### src/hdl/adcat_pkg.sv
// Constants shared by the acquisition timing configuration block.
// Assumes an 8-bit register port and a single system clock.
//
// Contract
// Nonzero acquisition field gives N converter cycles.
// Zero acquisition with precharge gives 256 cycles.
// Capacitor field bits 4..0, upper bits read zero.
// Extra capacitance equals field value in picofarads.
// Oscillator source counts undivided, ignoring divider.
// Repeat threshold with counter decides threshold check.
// All fields reset to zero, software read/write.
package adcat_pkg;

    // Register indices on the 8-bit register port.
    localparam logic [7:0] ADDR_ACQ = 8'h00;
    localparam logic [7:0] ADDR_CAP = 8'h01;
    localparam logic [7:0] ADDR_RPT = 8'h02;
    localparam logic [7:0] ADDR_PRE = 8'h03;
    localparam logic [7:0] ADDR_CLKSEL = 8'h04;
    localparam logic [7:0] ADDR_DIV = 8'h05;
    localparam logic [7:0] ADDR_MODE = 8'h06;
    localparam logic [7:0] ADDR_STATUS = 8'h07;
    localparam logic [7:0] ADDR_COUNT = 8'h08;

    // Reset values.
    localparam logic [7:0] RST_ACQ = 8'h00;
    localparam logic [4:0] RST_CAP = 5'h00;
    localparam logic [7:0] RST_RPT = 8'h00;
    localparam logic [7:0] RST_PRE = 8'h00;
    localparam logic RST_CLKSEL = 1'b0;
    localparam logic [5:0] RST_DIV = 6'h00;
    localparam logic [2:0] RST_MODE = 3'h0;
    localparam logic [7:0] RST_COUNT = 8'h00;

    // Field widths and positions.
    localparam int CAP_W = 5;
    localparam int DIV_W = 6;
    localparam int MODE_W = 3;
    localparam int LEN_W = 9;
    localparam int CLKSEL_BIT = 0;

    // Window used when the acquisition field is zero and precharge is set.
    localparam logic [8:0] ACQ_LONG_LEN = 9'h100;
    localparam logic [7:0] COUNT_MAX = 8'hff;

    typedef enum logic [2:0] {
        MODE_BASIC = 3'b000,
        MODE_ACCUM = 3'b001,
        MODE_AVG = 3'b010,
        MODE_BURST = 3'b011,
        MODE_LPF = 3'b100
    } adcat_mode_t;

    typedef enum logic [1:0] {
        ST_IDLE = 2'b00,
        ST_PRECH = 2'b01,
        ST_ACQ = 2'b10,
        ST_CONV = 2'b11
    } adcat_state_t;

    // Acquisition window in converter clock cycles.
    function automatic logic [8:0] acq_len(input logic [7:0] acq, input logic [7:0] pre);
        if (acq != 8'h00) begin
            acq_len = {1'b0, acq};
        end else if (pre != 8'h00) begin
            acq_len = ACQ_LONG_LEN;
        end else begin
            acq_len = 9'h000;
        end
    endfunction

endpackage

### src/hdl/adcat_tick_counter.sv
// Down counter that times one phase in converter clock ticks.
// Assumes the tick strobe is a one-cycle enable in the CLK domain.
`timescale 1ns/1ps
`default_nettype none
module adcat_tick_counter (
    // Clock and reset.
    input wire logic clk,
    input wire logic resetn,
    // Control.
    input wire logic load,
    input wire logic [8:0] len,
    input wire logic tick,
    // Status.
    output logic busy,
    output logic done
);

    logic [8:0] count_r;
    logic [8:0] count_nxt;
    logic last_tick;

    assign busy = count_r != 9'h000;
    assign last_tick = busy && tick && (count_r == 9'h001);
    assign done = last_tick;

    // A load wins over the running count so the next phase starts seamlessly.
    assign count_nxt = load ? len :
                       (busy && tick) ? count_r - 9'h001 : count_r;

    always_ff @(posedge clk) begin
        if (!resetn) begin
            count_r <= 9'h000;
        end else begin
            count_r <= count_nxt;
        end
    end

endmodule
`default_nettype wire

### src/hdl/adcat_top.sv
// Acquisition timing configuration and sample phase sequencing.
// Assumes synchronous inputs on CLK, which is the system oscillator.
//
// The strobed register port and the placing of the registers are this design's own decisions.
`timescale 1ns/1ps
`default_nettype none
module adcat_top (
    // Clock and reset.
    input wire logic CLK,
    input wire logic RESETN,
    // Register port.
    input wire logic [7:0] REG_ADDR,
    input wire logic [7:0] REG_WDATA,
    input wire logic REG_WR,
    input wire logic REG_RD,
    output logic [7:0] REG_RDATA,
    // Conversion sequencer.
    input wire logic TRIGGER,
    input wire logic CONV_DONE,
    output logic PRECHARGE_ON,
    output logic SAMPLE_ON,
    output logic CONV_START,
    output logic THRESH_CHECK,
    // Analogue sample circuit.
    output logic [4:0] CAP_SELECT
);

    // Software registers.
    logic [7:0] acq_time_field_r;
    logic [4:0] extra_cap_field_r;
    logic [7:0] repeat_threshold_field_r;
    logic [7:0] precharge_time_field_r;
    logic clk_osc_sel_r;
    logic [5:0] converter_clock_divider_r;
    logic [2:0] mode_r;
    logic [7:0] conversion_counter_r;
    logic [7:0] conversion_counter_nxt;

    // Register port decode.
    logic wr_acq;
    logic wr_cap;
    logic wr_rpt;
    logic wr_pre;
    logic wr_clksel;
    logic wr_div;
    logic wr_mode;
    logic wr_count;
    logic [7:0] rd_mux;
    logic [7:0] rdata_r;
    logic [7:0] status_word;
    logic hit_acq;
    logic hit_cap;
    logic hit_rpt;
    logic hit_pre;
    logic hit_clksel;
    logic hit_div;
    logic hit_mode;
    logic hit_status;
    logic hit_count;

    // Converter clock tick generation.
    logic [5:0] div_cnt_r;
    logic [5:0] div_cnt_nxt;
    logic div_wrap;
    logic adc_tick;

    // Sequencer.
    adcat_pkg::adcat_state_t state_r;
    adcat_pkg::adcat_state_t state_nxt;
    logic [8:0] acq_window;
    logic [8:0] pre_window;
    logic start_ok;
    logic load_timer;
    logic [8:0] load_len;
    logic timer_busy;
    logic timer_done;
    logic conv_start_r;
    logic conv_start_nxt;
    logic thresh_r;
    logic thresh_nxt;
    logic check_mode;
    logic count_reached;

    // One address match per register, shared by the write and read paths.
    assign hit_acq = REG_ADDR == adcat_pkg::ADDR_ACQ;
    assign hit_cap = REG_ADDR == adcat_pkg::ADDR_CAP;
    assign hit_rpt = REG_ADDR == adcat_pkg::ADDR_RPT;
    assign hit_pre = REG_ADDR == adcat_pkg::ADDR_PRE;
    assign hit_clksel = REG_ADDR == adcat_pkg::ADDR_CLKSEL;
    assign hit_div = REG_ADDR == adcat_pkg::ADDR_DIV;
    assign hit_mode = REG_ADDR == adcat_pkg::ADDR_MODE;
    assign hit_status = REG_ADDR == adcat_pkg::ADDR_STATUS;
    assign hit_count = REG_ADDR == adcat_pkg::ADDR_COUNT;

    // Address decode for writes; the status word has no write strobe.
    assign wr_acq = REG_WR && hit_acq;
    assign wr_cap = REG_WR && hit_cap;
    assign wr_rpt = REG_WR && hit_rpt;
    assign wr_pre = REG_WR && hit_pre;
    assign wr_clksel = REG_WR && hit_clksel;
    assign wr_div = REG_WR && hit_div;
    assign wr_mode = REG_WR && hit_mode;
    assign wr_count = REG_WR && hit_count;

    assign status_word = {5'h00, state_r, timer_busy};

    // Read selection; unmapped addresses and unimplemented bits read zero.
    assign rd_mux =
        hit_acq ? acq_time_field_r :
        hit_cap ? {3'h0, extra_cap_field_r} :
        hit_rpt ? repeat_threshold_field_r :
        hit_pre ? precharge_time_field_r :
        hit_clksel ? {7'h00, clk_osc_sel_r} :
        hit_div ? {2'h0, converter_clock_divider_r} :
        hit_mode ? {5'h00, mode_r} :
        hit_status ? status_word :
        hit_count ? conversion_counter_r : 8'h00;

    // Read data stands only in the cycle after the read strobe.
    always_ff @(posedge CLK) begin
        if (!RESETN) begin
            rdata_r <= 8'h00;
        end else begin
            rdata_r <= REG_RD ? rd_mux : 8'h00;
        end
    end

    assign REG_RDATA = rdata_r;

    // Configuration registers, all cleared by reset.
    always_ff @(posedge CLK) begin
        if (!RESETN) begin
            acq_time_field_r <= adcat_pkg::RST_ACQ;
            extra_cap_field_r <= adcat_pkg::RST_CAP;
            repeat_threshold_field_r <= adcat_pkg::RST_RPT;
            precharge_time_field_r <= adcat_pkg::RST_PRE;
        end else begin
            if (wr_acq) begin
                acq_time_field_r <= REG_WDATA;
            end
            if (wr_cap) begin
                extra_cap_field_r <= REG_WDATA[4:0];
            end
            if (wr_rpt) begin
                repeat_threshold_field_r <= REG_WDATA;
            end
            if (wr_pre) begin
                precharge_time_field_r <= REG_WDATA;
            end
        end
    end

    always_ff @(posedge CLK) begin
        if (!RESETN) begin
            clk_osc_sel_r <= adcat_pkg::RST_CLKSEL;
            converter_clock_divider_r <= adcat_pkg::RST_DIV;
            mode_r <= adcat_pkg::RST_MODE;
        end else begin
            if (wr_clksel) begin
                clk_osc_sel_r <= REG_WDATA[adcat_pkg::CLKSEL_BIT];
            end
            if (wr_div) begin
                converter_clock_divider_r <= REG_WDATA[5:0];
            end
            if (wr_mode) begin
                mode_r <= REG_WDATA[2:0];
            end
        end
    end

    // The capacitor code drives the switch bank directly, one pF per LSB.
    assign CAP_SELECT = extra_cap_field_r;

    // Divided converter clock: one tick every 2*(divider bits 4..0 + 1) system cycles; divider bit 5 is ignored.
    assign div_wrap = div_cnt_r >= {converter_clock_divider_r[4:0], 1'b1};
    assign div_cnt_nxt = div_wrap ? 6'h00 : div_cnt_r + 6'h01;

    always_ff @(posedge CLK) begin
        if (!RESETN) begin
            div_cnt_r <= 6'h00;
        end else begin
            div_cnt_r <= div_cnt_nxt;
        end
    end

    // The oscillator source ticks every cycle and ignores the divider.
    assign adc_tick = clk_osc_sel_r ? 1'b1 : div_wrap;

    // Phase lengths in converter cycles.
    assign acq_window = adcat_pkg::acq_len(acq_time_field_r, precharge_time_field_r);
    assign pre_window = {1'b0, precharge_time_field_r};

    // Only a trigger taken in idle counts; one that arrives mid-conversion is dropped.
    assign start_ok = TRIGGER && (state_r == adcat_pkg::ST_IDLE);

    // Next state and timer load; a zero-length phase is skipped.
    always_comb begin
        state_nxt = state_r;
        load_timer = 1'b0;
        load_len = 9'h000;
        conv_start_nxt = 1'b0;
        case (state_r)
            adcat_pkg::ST_IDLE: begin
                if (TRIGGER) begin
                    if (pre_window != 9'h000) begin
                        state_nxt = adcat_pkg::ST_PRECH;
                        load_timer = 1'b1;
                        load_len = pre_window;
                    end else if (acq_window != 9'h000) begin
                        state_nxt = adcat_pkg::ST_ACQ;
                        load_timer = 1'b1;
                        load_len = acq_window;
                    end else begin
                        state_nxt = adcat_pkg::ST_CONV;
                        conv_start_nxt = 1'b1;
                    end
                end
            end
            adcat_pkg::ST_PRECH: begin
                if (timer_done) begin
                    state_nxt = adcat_pkg::ST_ACQ;
                    load_timer = 1'b1;
                    load_len = acq_window;
                end
            end
            adcat_pkg::ST_ACQ: begin
                if (timer_done) begin
                    state_nxt = adcat_pkg::ST_CONV;
                    conv_start_nxt = 1'b1;
                end
            end
            adcat_pkg::ST_CONV: begin
                if (CONV_DONE) begin
                    state_nxt = adcat_pkg::ST_IDLE;
                end
            end
            default: begin
                state_nxt = adcat_pkg::ST_IDLE;
            end
        endcase
    end

    always_ff @(posedge CLK) begin
        if (!RESETN) begin
            state_r <= adcat_pkg::ST_IDLE;
            conv_start_r <= 1'b0;
        end else begin
            state_r <= state_nxt;
            conv_start_r <= conv_start_nxt;
        end
    end

    // One shared timer serves both phases; it is reloaded at each phase boundary.
    adcat_tick_counter u_phase_timer (
        .clk(CLK),
        .resetn(RESETN),
        .load(load_timer),
        .len(load_len),
        .tick(adc_tick),
        .busy(timer_busy),
        .done(timer_done)
    );

    assign PRECHARGE_ON = state_r == adcat_pkg::ST_PRECH;
    assign SAMPLE_ON = state_r == adcat_pkg::ST_ACQ;
    assign CONV_START = conv_start_r;

    // Trigger counter saturates; a trigger in the cycle of a clearing write still counts.
    always_comb begin
        conversion_counter_nxt = conversion_counter_r;
        if (wr_count) begin
            conversion_counter_nxt = adcat_pkg::RST_COUNT;
        end
        if (start_ok && (conversion_counter_nxt != adcat_pkg::COUNT_MAX)) begin
            conversion_counter_nxt = conversion_counter_nxt + 8'h01;
        end
    end

    always_ff @(posedge CLK) begin
        if (!RESETN) begin
            conversion_counter_r <= adcat_pkg::RST_COUNT;
        end else begin
            conversion_counter_r <= conversion_counter_nxt;
        end
    end

    // Threshold is checked only in the averaging, burst and filter modes.
    assign check_mode = (mode_r == adcat_pkg::MODE_AVG) ||
                        (mode_r == adcat_pkg::MODE_BURST) ||
                        (mode_r == adcat_pkg::MODE_LPF);
    assign count_reached = conversion_counter_r >= repeat_threshold_field_r;
    assign thresh_nxt = CONV_DONE && (state_r == adcat_pkg::ST_CONV) &&
                        check_mode && count_reached;

    always_ff @(posedge CLK) begin
        if (!RESETN) begin
            thresh_r <= 1'b0;
        end else begin
            thresh_r <= thresh_nxt;
        end
    end

    assign THRESH_CHECK = thresh_r;

endmodule
`default_nettype wire

### config.mk
export PLATFORM = sky130hd
export DESIGN_NAME = adcat_top
export DESIGN_NICKNAME = d
export VERILOG_FILES = /design/src/hdl/adcat_pkg.sv /design/src/hdl/adcat_tick_counter.sv /design/src/hdl/adcat_top.sv
export SDC_FILE = /design/constraint.sdc
export NUM_CORES = 1
export LEC_CHECK = 0
export ABC_CLOCK_PERIOD_IN_PS = 3800
export BUFFER_PORTS_ARGS = -buffer_cell sky130_fd_sc_hd__buf_2
export CELL_PAD_IN_SITES_DETAIL_PLACEMENT = 0
export CELL_PAD_IN_SITES_GLOBAL_PLACEMENT = 1
export CORE_MARGIN = 4
export CORE_UTILIZATION = 45
export DETAILED_ROUTE_END_ITERATION = 16
export PLACE_DENSITY = 0.89
export SLEW_MARGIN = 40
export SYNTH_ARGS = -nofsm -noshare
export SYNTH_HDL_FRONTEND = slang
export SYNTH_HIERARCHICAL = 1
export SYNTH_SLANG_ARGS = --single-unit
### constraint.sdc
create_clock -name CLK -period 3.8 [get_ports CLK]
set_input_delay 0.19 -clock CLK [delete_from_list [all_inputs] [get_ports CLK]]
set_output_delay 0.19 -clock CLK [all_outputs]
set_load 0.05 [all_outputs]
# Yosys cells after proc, flatten, opt, wreduce, memory -nomap -nowiden
# Cells that the tools add are included.
# W data, S select, Z words.
[op_classes]
n_addsub = 3
order_cmp = 2
n_eq_ne = 20
mux = 37
bitwise_logic = 1
reduce_logical = 28
[ops]
columns = ["cell", "n"]
rows = [
  ["$mux W8", 11],
  ["$mux W9", 8],
  ["$eq A8 B3 Y1 const B", 4],
  ["$reduce_bool A9 Y1", 3],
  ["$pmux W9 S2", 1],
  ["$eq A8 B2 Y1 const B", 2],
  ["$reduce_bool A8 Y1", 2],
  ["$logic_and A1 B1 Y1", 15],
  ["$mux W2", 5],
  ["$eq A9 B1 Y1 const B", 1],
  ["$mux W1", 9],
  ["$sub A9 B1 Y9 const B", 1],
  ["$add A8 B1 Y8 const B", 1],
  ["$eq A8 B1 Y1 const B", 1],
  ["$eq A8 B4 Y1 const B", 1],
  ["$ge A8 B8 Y1", 1],
  ["$logic_not A8 Y1", 1],
  ["$ne A8 B8 Y1 const B", 1],
  ["$pmux W2 S4", 1],
  ["$add A6 B1 Y6 const B", 1],
  ["$eq A3 B2 Y1 const B", 2],
  ["$ge A6 B6 Y1", 1],
  ["$eq A2 B2 Y1 const B", 2],
  ["$ne A2 B1 Y1 const B", 2],
  ["other kinds (11)", 14],
]
[word_totals]
regBits = 74
in_bits = 22
output_inout_bits = 17
word_cells = 105

# Depth between registers and ports, before layout
# Gate-level depths: netlist (run 1).
[depth]
word_depth = 10
depth_mapped = 17
ltp_nobuf = 16

# Hierarchy
# The synthesis (run 1) kept the hierarchy.
[by_module_without_submodules]
columns = ["module", "instances", "cells_each", "area_each_um2", "seq_area_each_um2"]
rows = [
  ["adcat_top", 1, 413, 3442.1, 1301.2],
  ["adcat_tick_counter", 1, 72, 623.1, 180.2],
]

# Worst setup path after synthesis (run 1)
# No wires, ideal clock.
[synth_timing]
kind = "reg2reg"
start = "register converter_clock_divider_r[0]"
end = "register u_phase_timer.count_r[7]"
setup_ns = 0.058
arrival_ns = 2.852
t_required_ns = 3.742
setup_slack_ns = 0.890
path_stages_with_launch = 18
path_buffers = 1
period_less_slack_ns = 2.910
path_cell_list = "dfxtp_1 inv_1 ha_1 a21oi_1 nor2_1 a2111oi_0 nor2_1 or3_1 nand2b_1 nor3_4 and3_1 nand2_1 o21ai_0 inv_1 clkbuf_1 o311ai_1 nand2_1 o21a_1"
[synth_between]
elab_chain_cells = 7
word_cells_on_any_way = 10
classes_between = "1 x order compare; 6 x mux; 3 x reduce/logical"
[synth_lines]
columns = ["element", "line", "text"]
rows = [
  ["start, declared", "adcat_top.sv:34", "logic [5:0] converter_clock_divider_r;"],
  ["start signal, assigned", "adcat_top.sv:156", "converter_clock_divider_r <= adcat_pkg::RST_DIV;"],
  ["start signal, assigned", "adcat_top.sv:163", "converter_clock_divider_r <= REG_WDATA[5:0];"],
  ["$ge A6 B6 Y1 (*)", "adcat_top.sv:175", "assign div_wrap = div_cnt_r >= {converter_clock_divider_r[4:0], 1'b1};"],
  ["$mux W1 (*)", "adcat_top.sv:187", "assign adc_tick = clk_osc_sel_r ? 1'b1 : div_wrap;"],
  ["named net adc_tick", "adcat_top.sv:65", "logic adc_tick;"],
  ["$logic_and A1 B1 Y1 (*) (2 in a row)", "adcat_tick_counter.sv:23", "assign last_tick = busy && tick && (count_r == 9'h001);"],
  ["named net timer_done", "adcat_top.sv:76", "logic timer_done;"],
  ["$mux W1 (*)", "adcat_top.sv:220", "if (timer_done) begin"],
  ["$pmux W1 S2 (*)", "adcat_top.sv:202", "case (state_r)"],
  ["named net load_timer", "adcat_top.sv:73", "logic load_timer;"],
  ["$mux W9 / $reduce_bool A2 Y1 (equally long branches)", "n/a", ""],
  ["end signal, assigned", "adcat_tick_counter.sv:34", "count_r <= count_nxt;"],
  ["end, declared", "adcat_tick_counter.sv:18", "logic [8:0] count_r;"],
]
# The timed path passes the listed nets; every way through them passes the cells marked *.
# A chain may end at the register's enable or synchronous reset.

# Worst setup path in the final report (run 1)
# Ends and elaborated chain as after synthesis.

==> impl_results.md, run 1 <==
* Normalized max-slew margin at a little over half
* Count of vias placed by the detailed router at 3713
* Quantity of gates resized following cts at 0
* I/O pin count at 39
* Layout Utilization at 51.1%
* Initial antenna violation count at 0
* Final critical-path share of the clock period at between 90 and 100%
* Post-DP HPWL at 8.14 mm
* TritonCTS sink count at 74
* Drt total wl at between 10 and 15 mm
* Largest net degree at the start of global routing at 36
* Setup repair after global routing missed its margin: no
* Dominant synthesized flop cell: sky130_fd_sc_hd__dfxtp_1
* Clock-pin slew reported for the worst setup and hold paths after clock tree synthesis at around 80 ps
* Leakage component of the power at ~1.7 nW
* Layout Area Growth over Synthesis at 10.1%
* Inserted Diodes at 0
* Actual slew at the worst max-slew pin at 688 ps
* Result of the run: finished, final reports clean
* Class of the most critical hold timing path: input pin to flip-flop
* Sequential area share after synthesis at between 30% and 40%
* Maximum capacitance violations at 0
* Overall die area at ~11000 um2
* EDFF count, synth at 0
* Final #Nets at 555
* Max H-tree Level at 3
* Per-cell via count in the routed design at slightly below 6
* Final critical path time including I/O delays and setup at 3430 ps
* Worst Setup End Kind: flip-flop
* Non-Filler Instances at between 600 and 700
* Maximum fanout along the worst path at 14
* Num rows at 34
* WP data arrival at 3730 ps
* Die Y at slightly above 100 um
* Final-report setup violation count at 0
* Area of the core at about 9000 um2
* Wire length of the first global-routing pass at 17.5 mm
* Root cell of the clock tree: sky130_fd_sc_hd__clkbuf_8
* Number of pins with negative max-slew slack in the final report at 0
* DRC Markers at 0
* Total standard cell area after synthesis at 4070 um2
* Final global-route overflow total at 0
* Number of DRC markers after the initial detailed-route iteration at 320
* Largest stage delay on the critical path at about 440 ps
* Count of hold buffers inserted by post-cts repair at 0
* Startpoint class of the critical path: flip-flop
* Final-layout setup total negative slack at 0 ps
* Overall power at 2.10 mW
* Initial core utilization at between 40% and 50%
* Last weighted congestion value of the routability-driven placer at 0.874
* CP cell instances: inv_1 -> ha_1 -> a21oi_1 -> nor2_1 -> a2111oi_0 -> nor2_1 -> or3_1 -> nand2b_1 -> nor3_4 -> and3_1 -> nand2_1 -> o21ai_0 -> buf_4 -> inv_1 -> o311ai_1 -> nand2_1 -> o21a_1
* Cts bufs inserted at 9
* Post-Route Skew at around 9.9 ps
* Total count of hold-check failures in the final report at 0
* Worst IR Drop VDD at between 0.15 and 0.2 mV
* Detailed-router iteration count before antenna repair at 5
* Number of placed instances with taps included at around 600
* Family with the most delay on the worst path: simple AND/OR/NAND/NOR gates
* Number of I/O port buffers at 38
* Maximum operating frequency at 0.291 GHz
* Power per unit of standard cell area at 469 nW/um2
* Syn nets at 529
* Critical path class: flip-flop to flip-flop
* Instance count of the mapped netlist at 485
* Global-route usage over all layers at about a fifth
* Clock latency on the worst-skew pair at approximately 350 ps
* Via count of the first global-routing pass at around 3500
* Yosys warnings at 6
* Cell type of the slowest stage on the worst timing path: sky130_fd_sc_hd__a2111oi_0
* CTS tree: yes
* Average instance area after synthesis at ~8.4 um2
* Combined buffer and inverter count along the critical path at 3
* Max Buffers Root-to-Sink at 2
* Horizontal die dimension at ~100 um
* Number of flip-flops and latches in the synthesized netlist at 74
* Worst EP required at 4090 ps
* Post CTS Setup Buffer Count at 0
* Asr flop ratio synth at 0%
* Post-detailed-route count of antenna-violating nets at 0
* Fraction of final layout cells sized beyond drive strength 1 at ~15%
* Routed length per placed instance at about 17 um
* Count of distinct cell types in the synthesized netlist at 55
metrics by stage:
stage / setup slack (ps) / area [um2] / hold slack [ps]
floorplan: 890 / 4070 / 334
global placement: 595 / 4300 / 446
detailed placement: 438 / 4300 / 458
CTS: 399 / 4480 / 95.0
global route: 84.1 / 4480 / 124
finish: 369 / 4480 / 104
state kept, by name (all words and copies together) (netlist names):
name,cells
u_phase_timer/count_r,9
REG_RDATA,8
acq_time_field_r,8
conversion_counter_r,8
precharge_time_field_r,8
repeat_threshold_field_r,8
converter_clock_divider_r,6
div_cnt_r,6
CAP_SELECT,5
mode_r,3
state_r,2
CONV_START,1
THRESH_CHECK,1
clk_osc_sel_r,1
cells in the final DEF (no fill, tap or decap), types with 4 or more instances in the layout:
cell / instances
sky130_fd_sc_hd__nor2_1: 34
sky130_fd_sc_hd__inv_1: 23
sky130_fd_sc_hd__a22o_1: 13
sky130_fd_sc_hd__clkbuf_8: 10
sky130_fd_sc_hd__a2111oi_0: 4
sky130_fd_sc_hd__o21ai_1: 6
sky130_fd_sc_hd__nor4_1: 5
sky130_fd_sc_hd__nand4_1: 4
sky130_fd_sc_hd__a22oi_1: 4
sky130_fd_sc_hd__a21boi_0: 4
sky130_fd_sc_hd__o22ai_1: 5
sky130_fd_sc_hd__and4_1: 6
sky130_fd_sc_hd__a211oi_1: 6
sky130_fd_sc_hd__nand3_1: 53
sky130_fd_sc_hd__nor2b_1: 5
sky130_fd_sc_hd__nor3_1: 14
sky130_fd_sc_hd__o21ai_0: 45
sky130_fd_sc_hd__buf_2: 38
sky130_fd_sc_hd__nand2b_1: 15
sky130_fd_sc_hd__a21oi_1: 15
sky130_fd_sc_hd__xnor2_1: 5
sky130_fd_sc_hd__dfxtp_1: 74
sky130_fd_sc_hd__mux2_2: 6
sky130_fd_sc_hd__ha_1: 22
sky130_fd_sc_hd__mux2i_1: 13
sky130_fd_sc_hd__nand2_1: 33
power breakdown:
| part | internal, mW | switching [mW] |
|---|---|---|
| Sequential | 0.830 | 0.0766 |
| Clock | 0.257 | 0.314 |
| Combinational | 0.242 | 0.378 |
| Total | 1.33 | 0.769 |
cell usage after synthesis (4+ instances only):
library cell	n	area [um2]
sky130_fd_sc_hd__ha_1	22	275
sky130_fd_sc_hd__buf_2	4	20.0
sky130_fd_sc_hd__nand2_1	33	124
sky130_fd_sc_hd__nor2b_1	5	31.3
sky130_fd_sc_hd__inv_1	23	86.3
sky130_fd_sc_hd__o22ai_1	5	31.3
sky130_fd_sc_hd__nor4_1	5	31.3
sky130_fd_sc_hd__mux2i_1	13	130
sky130_fd_sc_hd__nor3_1	14	70.1
sky130_fd_sc_hd__a22o_1	13	114
sky130_fd_sc_hd__nand2b_1	15	93.8
sky130_fd_sc_hd__clkbuf_1	18	67.6
sky130_fd_sc_hd__a22oi_1	4	30.0
sky130_fd_sc_hd__a21oi_1	15	75.1
sky130_fd_sc_hd__o21ai_0	45	225
sky130_fd_sc_hd__nand3_1	53	265
sky130_fd_sc_hd__xnor2_1	5	43.8
sky130_fd_sc_hd__dfxtp_1	74	1480
sky130_fd_sc_hd__nor2_1	34	128
sky130_fd_sc_hd__a21boi_0	4	30.0
sky130_fd_sc_hd__o21ai_1	6	30.0
sky130_fd_sc_hd__a211oi_1	6	45.0
sky130_fd_sc_hd__a2111oi_0	4	35.0
sky130_fd_sc_hd__mux2_2	6	67.6
sky130_fd_sc_hd__nand4_1	4	25.0
sky130_fd_sc_hd__and4_1	6	52.6
routing by layer:
metal	vias up	GRT usage, %	routed length [um]
met2	116	34.0	4940
met3	13	3.52	635
met1	1766	29.0	5010
met4	0	7.27	164
li1	1818	-	-
met5	-	0	0
worst register-to-register path: cells and delay by family, from the launching register on:
family / cells / cell delay (ps)
AOI/OAI and AO/OA: 5 / 950
adders and majority gates: 1 / 280
buffers and inverters: 3 / 520
DFF: 1 / 350
and+or+nand+nor: 8 / 1280
kinds of logic after synthesis:
kind of cell | synth area share, %
and+or+nand+nor | 24.9
AOI/OAI and AO/OA | 19.7
DFF | 36.4
buffers and inverters | 5.02
adders and majority gates | 6.77
muxes | 5.42
xor gates and xnor gates | 1.72
area by class of cell:
cell class              count  area [um2]
fillers                   866        4290
multi-input cells         362        2380
flip-flops and latches     74        1480
repair buffers             41         213
clock buffers              11         141
well taps                 108         135
inverters                  23        86.3
clock inverters             5        40.0
path summary, 6_finish.rpt:
check / from / to / slack (ps) / cells past startpoint
min: REG_WDATA[6] / precharge_time_field_r[6]$_SDFFE_PN0P_ / 100 / 3
min reg2reg: converter_clock_divider_r[0]$_SDFFE_PN0P_ / converter_clock_divider_r[0]$_SDFFE_PN0P_ / 480 / 2
max: converter_clock_divider_r[0]$_SDFFE_PN0P_ / u_phase_timer/count_r[7]$_SDFFE_PN0P_ / 370 / 17
max reg2reg: converter_clock_divider_r[0]$_SDFFE_PN0P_ / u_phase_timer/count_r[7]$_SDFFE_PN0P_ / 370 / 17
No activity file was read; power rests on OpenSTA's default activity.
==> inputs of run 2 (changes only) <==
Settings changed: ABC_AREA from default to 1, CORE_UTILIZATION 45 to 43, PLACE_DENSITY 0.89 to 0.88.
==> impl_results.md, run 2 <==
* Initial core utilization at between 40% and 50%
* Average instance area after synthesis at 7.12 um2
* TritonCTS sink count at 74
* Max H-tree Level at 3
* Clock power frac at between 20% and 30%
* Area of placed instances at ~4700 um2
* Clock latency on the worst-skew pair at around 360 ps
* Syn nets at about 660
* Total standard cell area after synthesis at between 4000 and 5000 um2
* Count of hold buffers inserted by post-cts repair at 0
* EDFF count, synth at 0
* Non-Filler Instances at approximately 790
* Sw power at around 870 uW
* Post-Place Setup Slack at around 790 ps
* Normalized max-slew margin at a little under three fifths
* Overall die area at 11900 um2
* Worst IR Drop VDD at 0.266 mV
* Sequential area share after synthesis at 33.8%
* Num rows at 36
* Quantity of gates resized following cts at 0
* Number of DRC markers after the initial detailed-route iteration at between 150 and 200
* Share of Yosys cell area claimed by the top area cell type at roughly a third
* Reg-to-Reg Start: converter_clock_divider_r[4]$_SDFFE_PN0P_
* Inserted Diodes at 0
* Global-route usage over all layers at 20.4%
* Leakage component of the power at around 2.1 nW
* Worst Setup End Kind: flip-flop
* Most instantiated library cell after synthesis: sky130_fd_sc_hd__nand2_1
* Routed length per placed instance at 14.5 um
* Most used cells in the layout excluding fill and tap cells: 108 x sky130_fd_sc_hd__nand2_1, 75 x sky130_fd_sc_hd__inv_1, 74 x sky130_fd_sc_hd__dfxtp_1
* Area of the core at around 10000 um2
* Fraction of final layout cells sized beyond drive strength 1 at a little under a fifth
* Number of pins with negative max-slew slack in the final report at 0
* Initial antenna violation count at 1
* Critical path startpoint: converter_clock_divider_r[4]$_SDFFE_PN0P_
* Via count of the first global-routing pass at ~3900
* Clock-pin slew reported for the worst setup and hold paths after clock tree synthesis at roughly 80 ps
* Flip-flop count of the largest register, all copies and words added at 9
* I/O pin count at 39
* Commonest non-fill, non-tap cell in the layout: sky130_fd_sc_hd__nand2_1
* Asr flop ratio synth at 0%
* Maximum operating frequency at 0.325 GHz
* Final global-route overflow total at 0
* Fill cell total of the finished layout at a little over 1000
* Library cell with the largest summed area after synthesis: sky130_fd_sc_hd__dfxtp_1
* Final critical path time including I/O delays and setup at 3070 ps
* Portion of total power attributed to sequential cells at around two fifths
* HP Start: REG_WDATA[7]
* Number of flip-flops and latches in the synthesized netlist at 74
* Dominant synthesized flop cell: sky130_fd_sc_hd__dfxtp_1
* Die Y at between 100 and 150 um
* Final-report setup violation count at 0
* Root cell of the clock tree: sky130_fd_sc_hd__clkbuf_8
* Horizontal die dimension at between 100 and 150 um
* Per-cell via count in the routed design at around 5
* Internal power at 1.46 mW
* Worst EP required at approximately 4000 ps
* Post CTS Setup Buffer Count at 0
* Yosys warnings at 6
* Actual slew at the worst max-slew pin at around 650 ps
* Comb pwr share at between 30 and 40%
* CTS tree: yes
* Startpoint class of the critical path: flip-flop
* Post-detailed-route count of antenna-violating nets at 0
* Layout Utilization at about half
* Max Buffers Root-to-Sink at 2
* Register with the most flip-flops: u_phase_timer/count_r
* WP data arrival at between 3000 and 4000 ps
* Slack of the critical path at 728 ps
* Worst hold slack at 134 ps
* DRC Markers at 0
* Post-Route Skew at 12.5 ps
* Setup repair after global routing missed its margin: no
* Critical path class: flip-flop to flip-flop
* Overall power at between 2 and 2.5 mW
* Instance count of the mapped netlist at 615
* Total count of hold-check failures in the final report at 0
* Post-Layout Inst Area at 4860 um2
* Switching part of the total at a little under two fifths
* Result of the run: finished, final reports clean
* Layout Area Growth over Synthesis at 10.9%
* Post-DP HPWL at between 8 and 9 mm
* Drt total wl at 11.4 mm
* Count of distinct cell types in the synthesized netlist at 43
* Detailed-router iteration count before antenna repair at 4
* Cts bufs inserted at 9
* Maximum capacitance violations at 0
* Cell types with the largest area share after synthesis: sky130_fd_sc_hd__dfxtp_1 34%, sky130_fd_sc_hd__nand2_1 9.3%, sky130_fd_sc_hd__a21oi_1 6.6%, sky130_fd_sc_hd__inv_1 6.4%, sky130_fd_sc_hd__ha_1 6.3%
* Number of placed instances with taps included at slightly below 800
* Final-layout setup total negative slack at 0 ps
* Final #Nets at about 700
* Maximum fanout along the worst path at 9
* Largest net degree at the start of global routing at 40
* Class of the most critical hold timing path: input pin to flip-flop
* Last weighted congestion value of the routability-driven placer at ~0.86
* Power per unit of standard cell area at approximately 480 nW/um2
* Final critical-path share of the clock period at between 80% and 90%
* Number of I/O port buffers at 38
* Count of vias placed by the detailed router at around 4000
* Wire length of the first global-routing pass at ~19 mm
* Leading cell types by count after synthesis: 108 x sky130_fd_sc_hd__nand2_1, 75 x sky130_fd_sc_hd__inv_1, 74 x sky130_fd_sc_hd__dfxtp_1
[run 2: worst paths after layout]
| kind | end | slack, ps | cells after the start |
|---|---|---|---|
| setup / recovery | u_phase_timer/count_r[4]$_SDFFE_PN0P_ | 730 | 15 |
| hold / removal | repeat_threshold_field_r[7]$_SDFFE_PN0P_ | 130 | 3 |
| setup reg to reg | u_phase_timer/count_r[4]$_SDFFE_PN0P_ | 730 | 15 |
| hold reg to reg | converter_clock_divider_r[5]$_SDFFE_PN0P_ | 450 | 2 |
[run 2: cell type report]
type	count	area (um2)	share of cell area, %
well taps	133	166	3.43
inverters	96	368	7.57
multi-input cells	433	2440	50.2
clock inverters	3	65.1	1.34
flip-flops and latches	74	1480	30.5
clock buffers	11	141	2.91
repair buffers	39	198	4.07
[run 2: worst max-delay path: stages (launching register included)]
cell and delay, ps:
sky130_fd_sc_hd__dfxtp_1 310, sky130_fd_sc_hd__inv_1 60, sky130_fd_sc_hd__ha_1 310, sky130_fd_sc_hd__a21oi_1 140, sky130_fd_sc_hd__o21ai_0 90, sky130_fd_sc_hd__nor2_1 270, sky130_fd_sc_hd__nand2_1 230, sky130_fd_sc_hd__nand2_4 190
sky130_fd_sc_hd__nor3_1 90, sky130_fd_sc_hd__nand2_1 100, sky130_fd_sc_hd__inv_1 60, sky130_fd_sc_hd__a31oi_1 430, sky130_fd_sc_hd__o22ai_1 200, sky130_fd_sc_hd__or2_2 330, sky130_fd_sc_hd__nand3_1 80, sky130_fd_sc_hd__a21oi_1 60
[run 2: kinds of logic (layout without fill, tap and decap cells)]
family	Yosys count	count (layout)	synth area share (%)
buffers and inverters	108	149	10.5
XOR/XNOR	5	5	1.00
adder cells (fa/ha/maj)	22	22	6.29
AO/OA/AOI/OAI	146	146	18.2
AND/OR/NAND/NOR	260	260	30.2
flip-flops	74	74	33.8
[run 2: power groups by stage]
stage / Combinational (mW) / Sequential [mW] / Clock [mW]
floorplan: 0.576 / 0.900 / 0
global placement: 0.735 / 0.909 / 0
detailed placement: 0.756 / 0.910 / 0
CTS: 0.759 / 0.891 / 0.685
global route: 0.857 / 0.900 / 0.713
finish: 0.757 / 0.892 / 0.671
[run 2: routing by layer]
metal / global-route usage [%] / vias to the layer above / share of wire, % / wire length [um]
met5: 0 / - / 0.061 / 7
met4: 5.59 / 2 / 1.8 / 201
met3: 4.26 / 17 / 5.2 / 600
met2: 33.3 / 75 / 46 / 5290
met1: 27.3 / 1842 / 47 / 5330
li1: - / 2097 / - / -
==> inputs of run 3 (changes only) <==
Settings changed: ABC_CLOCK_PERIOD_IN_PS 3800 to 3200.
Clock period 3.8 ns to 3.2 ns, I/O delays scaled along.
==> impl_results.md, run 3 (synthesized netlist as in run 2, its figures left out) <==
* Result of the run: finished, final reports clean
* Largest stage delay on the critical path at between 300 and 400 ps
* Register with the most flip-flops: u_phase_timer/count_r
* Post-Layout Inst Area at about 4900 um2
* Number of placed instances with taps included at 778
* CTS tree: yes
* Global-route usage over all layers at slightly above 20%
* TritonCTS sink count at between 70 and 80
* Actual slew at the worst max-slew pin at around 560 ps
* Final global-route overflow total at 0
* Worst EP required at about 3400 ps
* I/O pin count at 39
* Maximum operating frequency at around 0.37 GHz
* HP Start: REG_WDATA[7]
* Per-cell via count in the routed design at 5.09
* Worst hold slack at 109 ps
* Final-report setup violation count at 0
* Inserted Diodes at 0
* Detailed-router iteration count before antenna repair at 5
* Most prevalent standard cell on the critical path: sky130_fd_sc_hd__nand2_1
* Initial core utilization at about 44%
* Worst Reg2Reg Path Length in Cells at 14
* WP data arrival at approximately 3000 ps
* Root cell of the clock tree: sky130_fd_sc_hd__clkbuf_8
* Post-detailed-route count of antenna-violating nets at 0
* Setup repair after global routing missed its margin: no
* Family with the most delay on the worst path: simple AND/OR/NAND/NOR gates
* Overall die area at approximately 12000 um2
* Reg-to-Reg Start: converter_clock_divider_r[4]$_SDFFE_PN0P_
* Power per unit of standard cell area at a little under 600 nW/um2
* Cts bufs inserted at 9
* Layout Area Growth over Synthesis at 12.3%
* Flip-flop count of the largest register, all copies and words added at 9
* Initial antenna violation count at 0
* Multi-input combinational cell area at 2440 um2
* Maximum capacitance violations at 0
* Capture point of the worst reg-to-reg path: u_phase_timer/count_r[4]$_SDFFE_PN0P_
* Count of hold buffers inserted by post-cts repair at 0
* Max Buffers Root-to-Sink at 2
* CP cell instances: inv_1 -> ha_1 -> nand2_1 -> nor3_1 -> nor2_1 -> nand2_1 -> nand2_4 -> nor3_1 -> nand2_1 -> o21ai_0 -> inv_2 -> or2_2 -> nand3_1 -> a21oi_1
* Combined buffer and inverter count along the critical path at 2
* Normalized max-slew margin at a little over three fifths
* Post-DP HPWL at about 9 mm
* Critical path startpoint: converter_clock_divider_r[4]$_SDFFE_PN0P_
* Class of the most critical hold timing path: input pin to flip-flop
* Final critical-path share of the clock period at between 80% and 90%
* Non-Filler Instances at between 700 and 800
* Sequential cell area at between 1000 and 1500 um2
* Clock-pin slew reported for the worst setup and hold paths after clock tree synthesis at around 80 ps
* Worst Setup End Kind: flip-flop
* Num rows at 36
* Area of the core at around 10000 um2
* Post CTS Setup Buffer Count at 0
* Startpoint class of the critical path: flip-flop
* Drt total wl at approximately 11 mm
* Clock latency on the worst-skew pair at around 360 ps
* Largest net degree at the start of global routing at 29
* Cell type of the slowest stage on the worst timing path: sky130_fd_sc_hd__dfxtp_1
* Die Y at roughly 110 um
* Critical path class: flip-flop to flip-flop
* Final #Nets at 700
* Number of DRC markers after the initial detailed-route iteration at ~260
* DRC Markers at 0
* Most used cells in the layout excluding fill and tap cells: 108 x sky130_fd_sc_hd__nand2_1, 75 x sky130_fd_sc_hd__inv_1, 74 x sky130_fd_sc_hd__dfxtp_1
* Slack of the critical path at about 460 ps
* Area of placed instances at approximately 4700 um2
* Slack of the worst reg-to-reg path at approximately 460 ps
* Worst IR Drop VDD at 0.271 mV
* Quantity of gates resized following cts at 0
* Final critical path time including I/O delays and setup at approximately 2700 ps
* Maximum fanout along the worst path at 14
* Leakage component of the power at approximately 2.1 nW
* Count of vias placed by the detailed router at 4045
* Fill cell total of the finished layout at roughly 980
* Via count of the first global-routing pass at between 3000 and 4000
* Total count of hold-check failures in the final report at 0
* Fraction of final layout cells sized beyond drive strength 1 at around a fifth
* Post-Place Setup Slack at about 470 ps
* Max H-tree Level at 3
* Commonest non-fill, non-tap cell in the layout: sky130_fd_sc_hd__nand2_1
* Wire length of the first global-routing pass at 18.7 mm
* Last weighted congestion value of the routability-driven placer at 0.897
* Termination of the worst setup path: u_phase_timer/count_r[4]$_SDFFE_PN0P_
* Post-Route Skew at between 8 and 9 ps
* Routed length per placed instance at approximately 14 um
* Final-layout setup total negative slack at 0 ps
* Overall power at 2.84 mW
* Layout Utilization at approximately half
* Horizontal die dimension at 109 um
* Number of pins with negative max-slew slack in the final report at 0
* Critical path depth in cells at 14
* Number of I/O port buffers at 38
run 3: cell count changes in the layout (fill, tap and decap cells not counted), sizes merged:
cell      delta
buf          +3
clkinv       +1
clkbuf       -1
clkinvlp     +1
bufinv       +1
run 3: worst min-delay path by stage:
stage	slack [ps]	cells past startpoint	end
global route	110	3	repeat_threshold_field_r[6]$_SDFFE_PN0P_
CTS	110	3	repeat_threshold_field_r[7]$_SDFFE_PN0P_
floorplan	290	2	repeat_threshold_field_r[0]$_SDFFE_PN0P_
detailed placement	460	2	converter_clock_divider_r[5]$_SDFFE_PN0P_
global placement	450	2	converter_clock_divider_r[5]$_SDFFE_PN0P_
finish	110	3	repeat_threshold_field_r[7]$_SDFFE_PN0P_
run 3: area by class of cell:
class	count	area share (%)
Clock buffer	10	2.60
Clock inverter	6	2.34
Inverter	96	7.48
Multi-Input combinational cell	433	49.6
Sequential cell	74	30.1
Tap cell	133	3.39
Timing Repair Buffer	42	4.48
run 3: worst min-delay path, stage by stage:
cell	delay (ps)
sky130_fd_sc_hd__buf_2	110
sky130_fd_sc_hd__o21ai_2	70
sky130_fd_sc_hd__a21oi_2	90
run 3: report_power, final:
part / total (mW) / switching [mW] / internal, mW
sequential: 1.06 / 0.0739 / 0.985
clock: 0.895 / 0.374 / 0.521
combinational: 0.891 / 0.598 / 0.293
total: 2.84 / 1.05 / 1.80
run 3: layer usage:
| layer | share of wire [%] | up-vias | track usage, % |
|---|---|---|---|
| met5 | 0 | - | 0 |
| met4 | 0.93 | 0 | 4.51 |
| met3 | 5.3 | 11 | 4.03 |
| met2 | 48 | 81 | 33.4 |
| met1 | 46 | 1853 | 27.1 |
| li1 | - | 2100 | - |
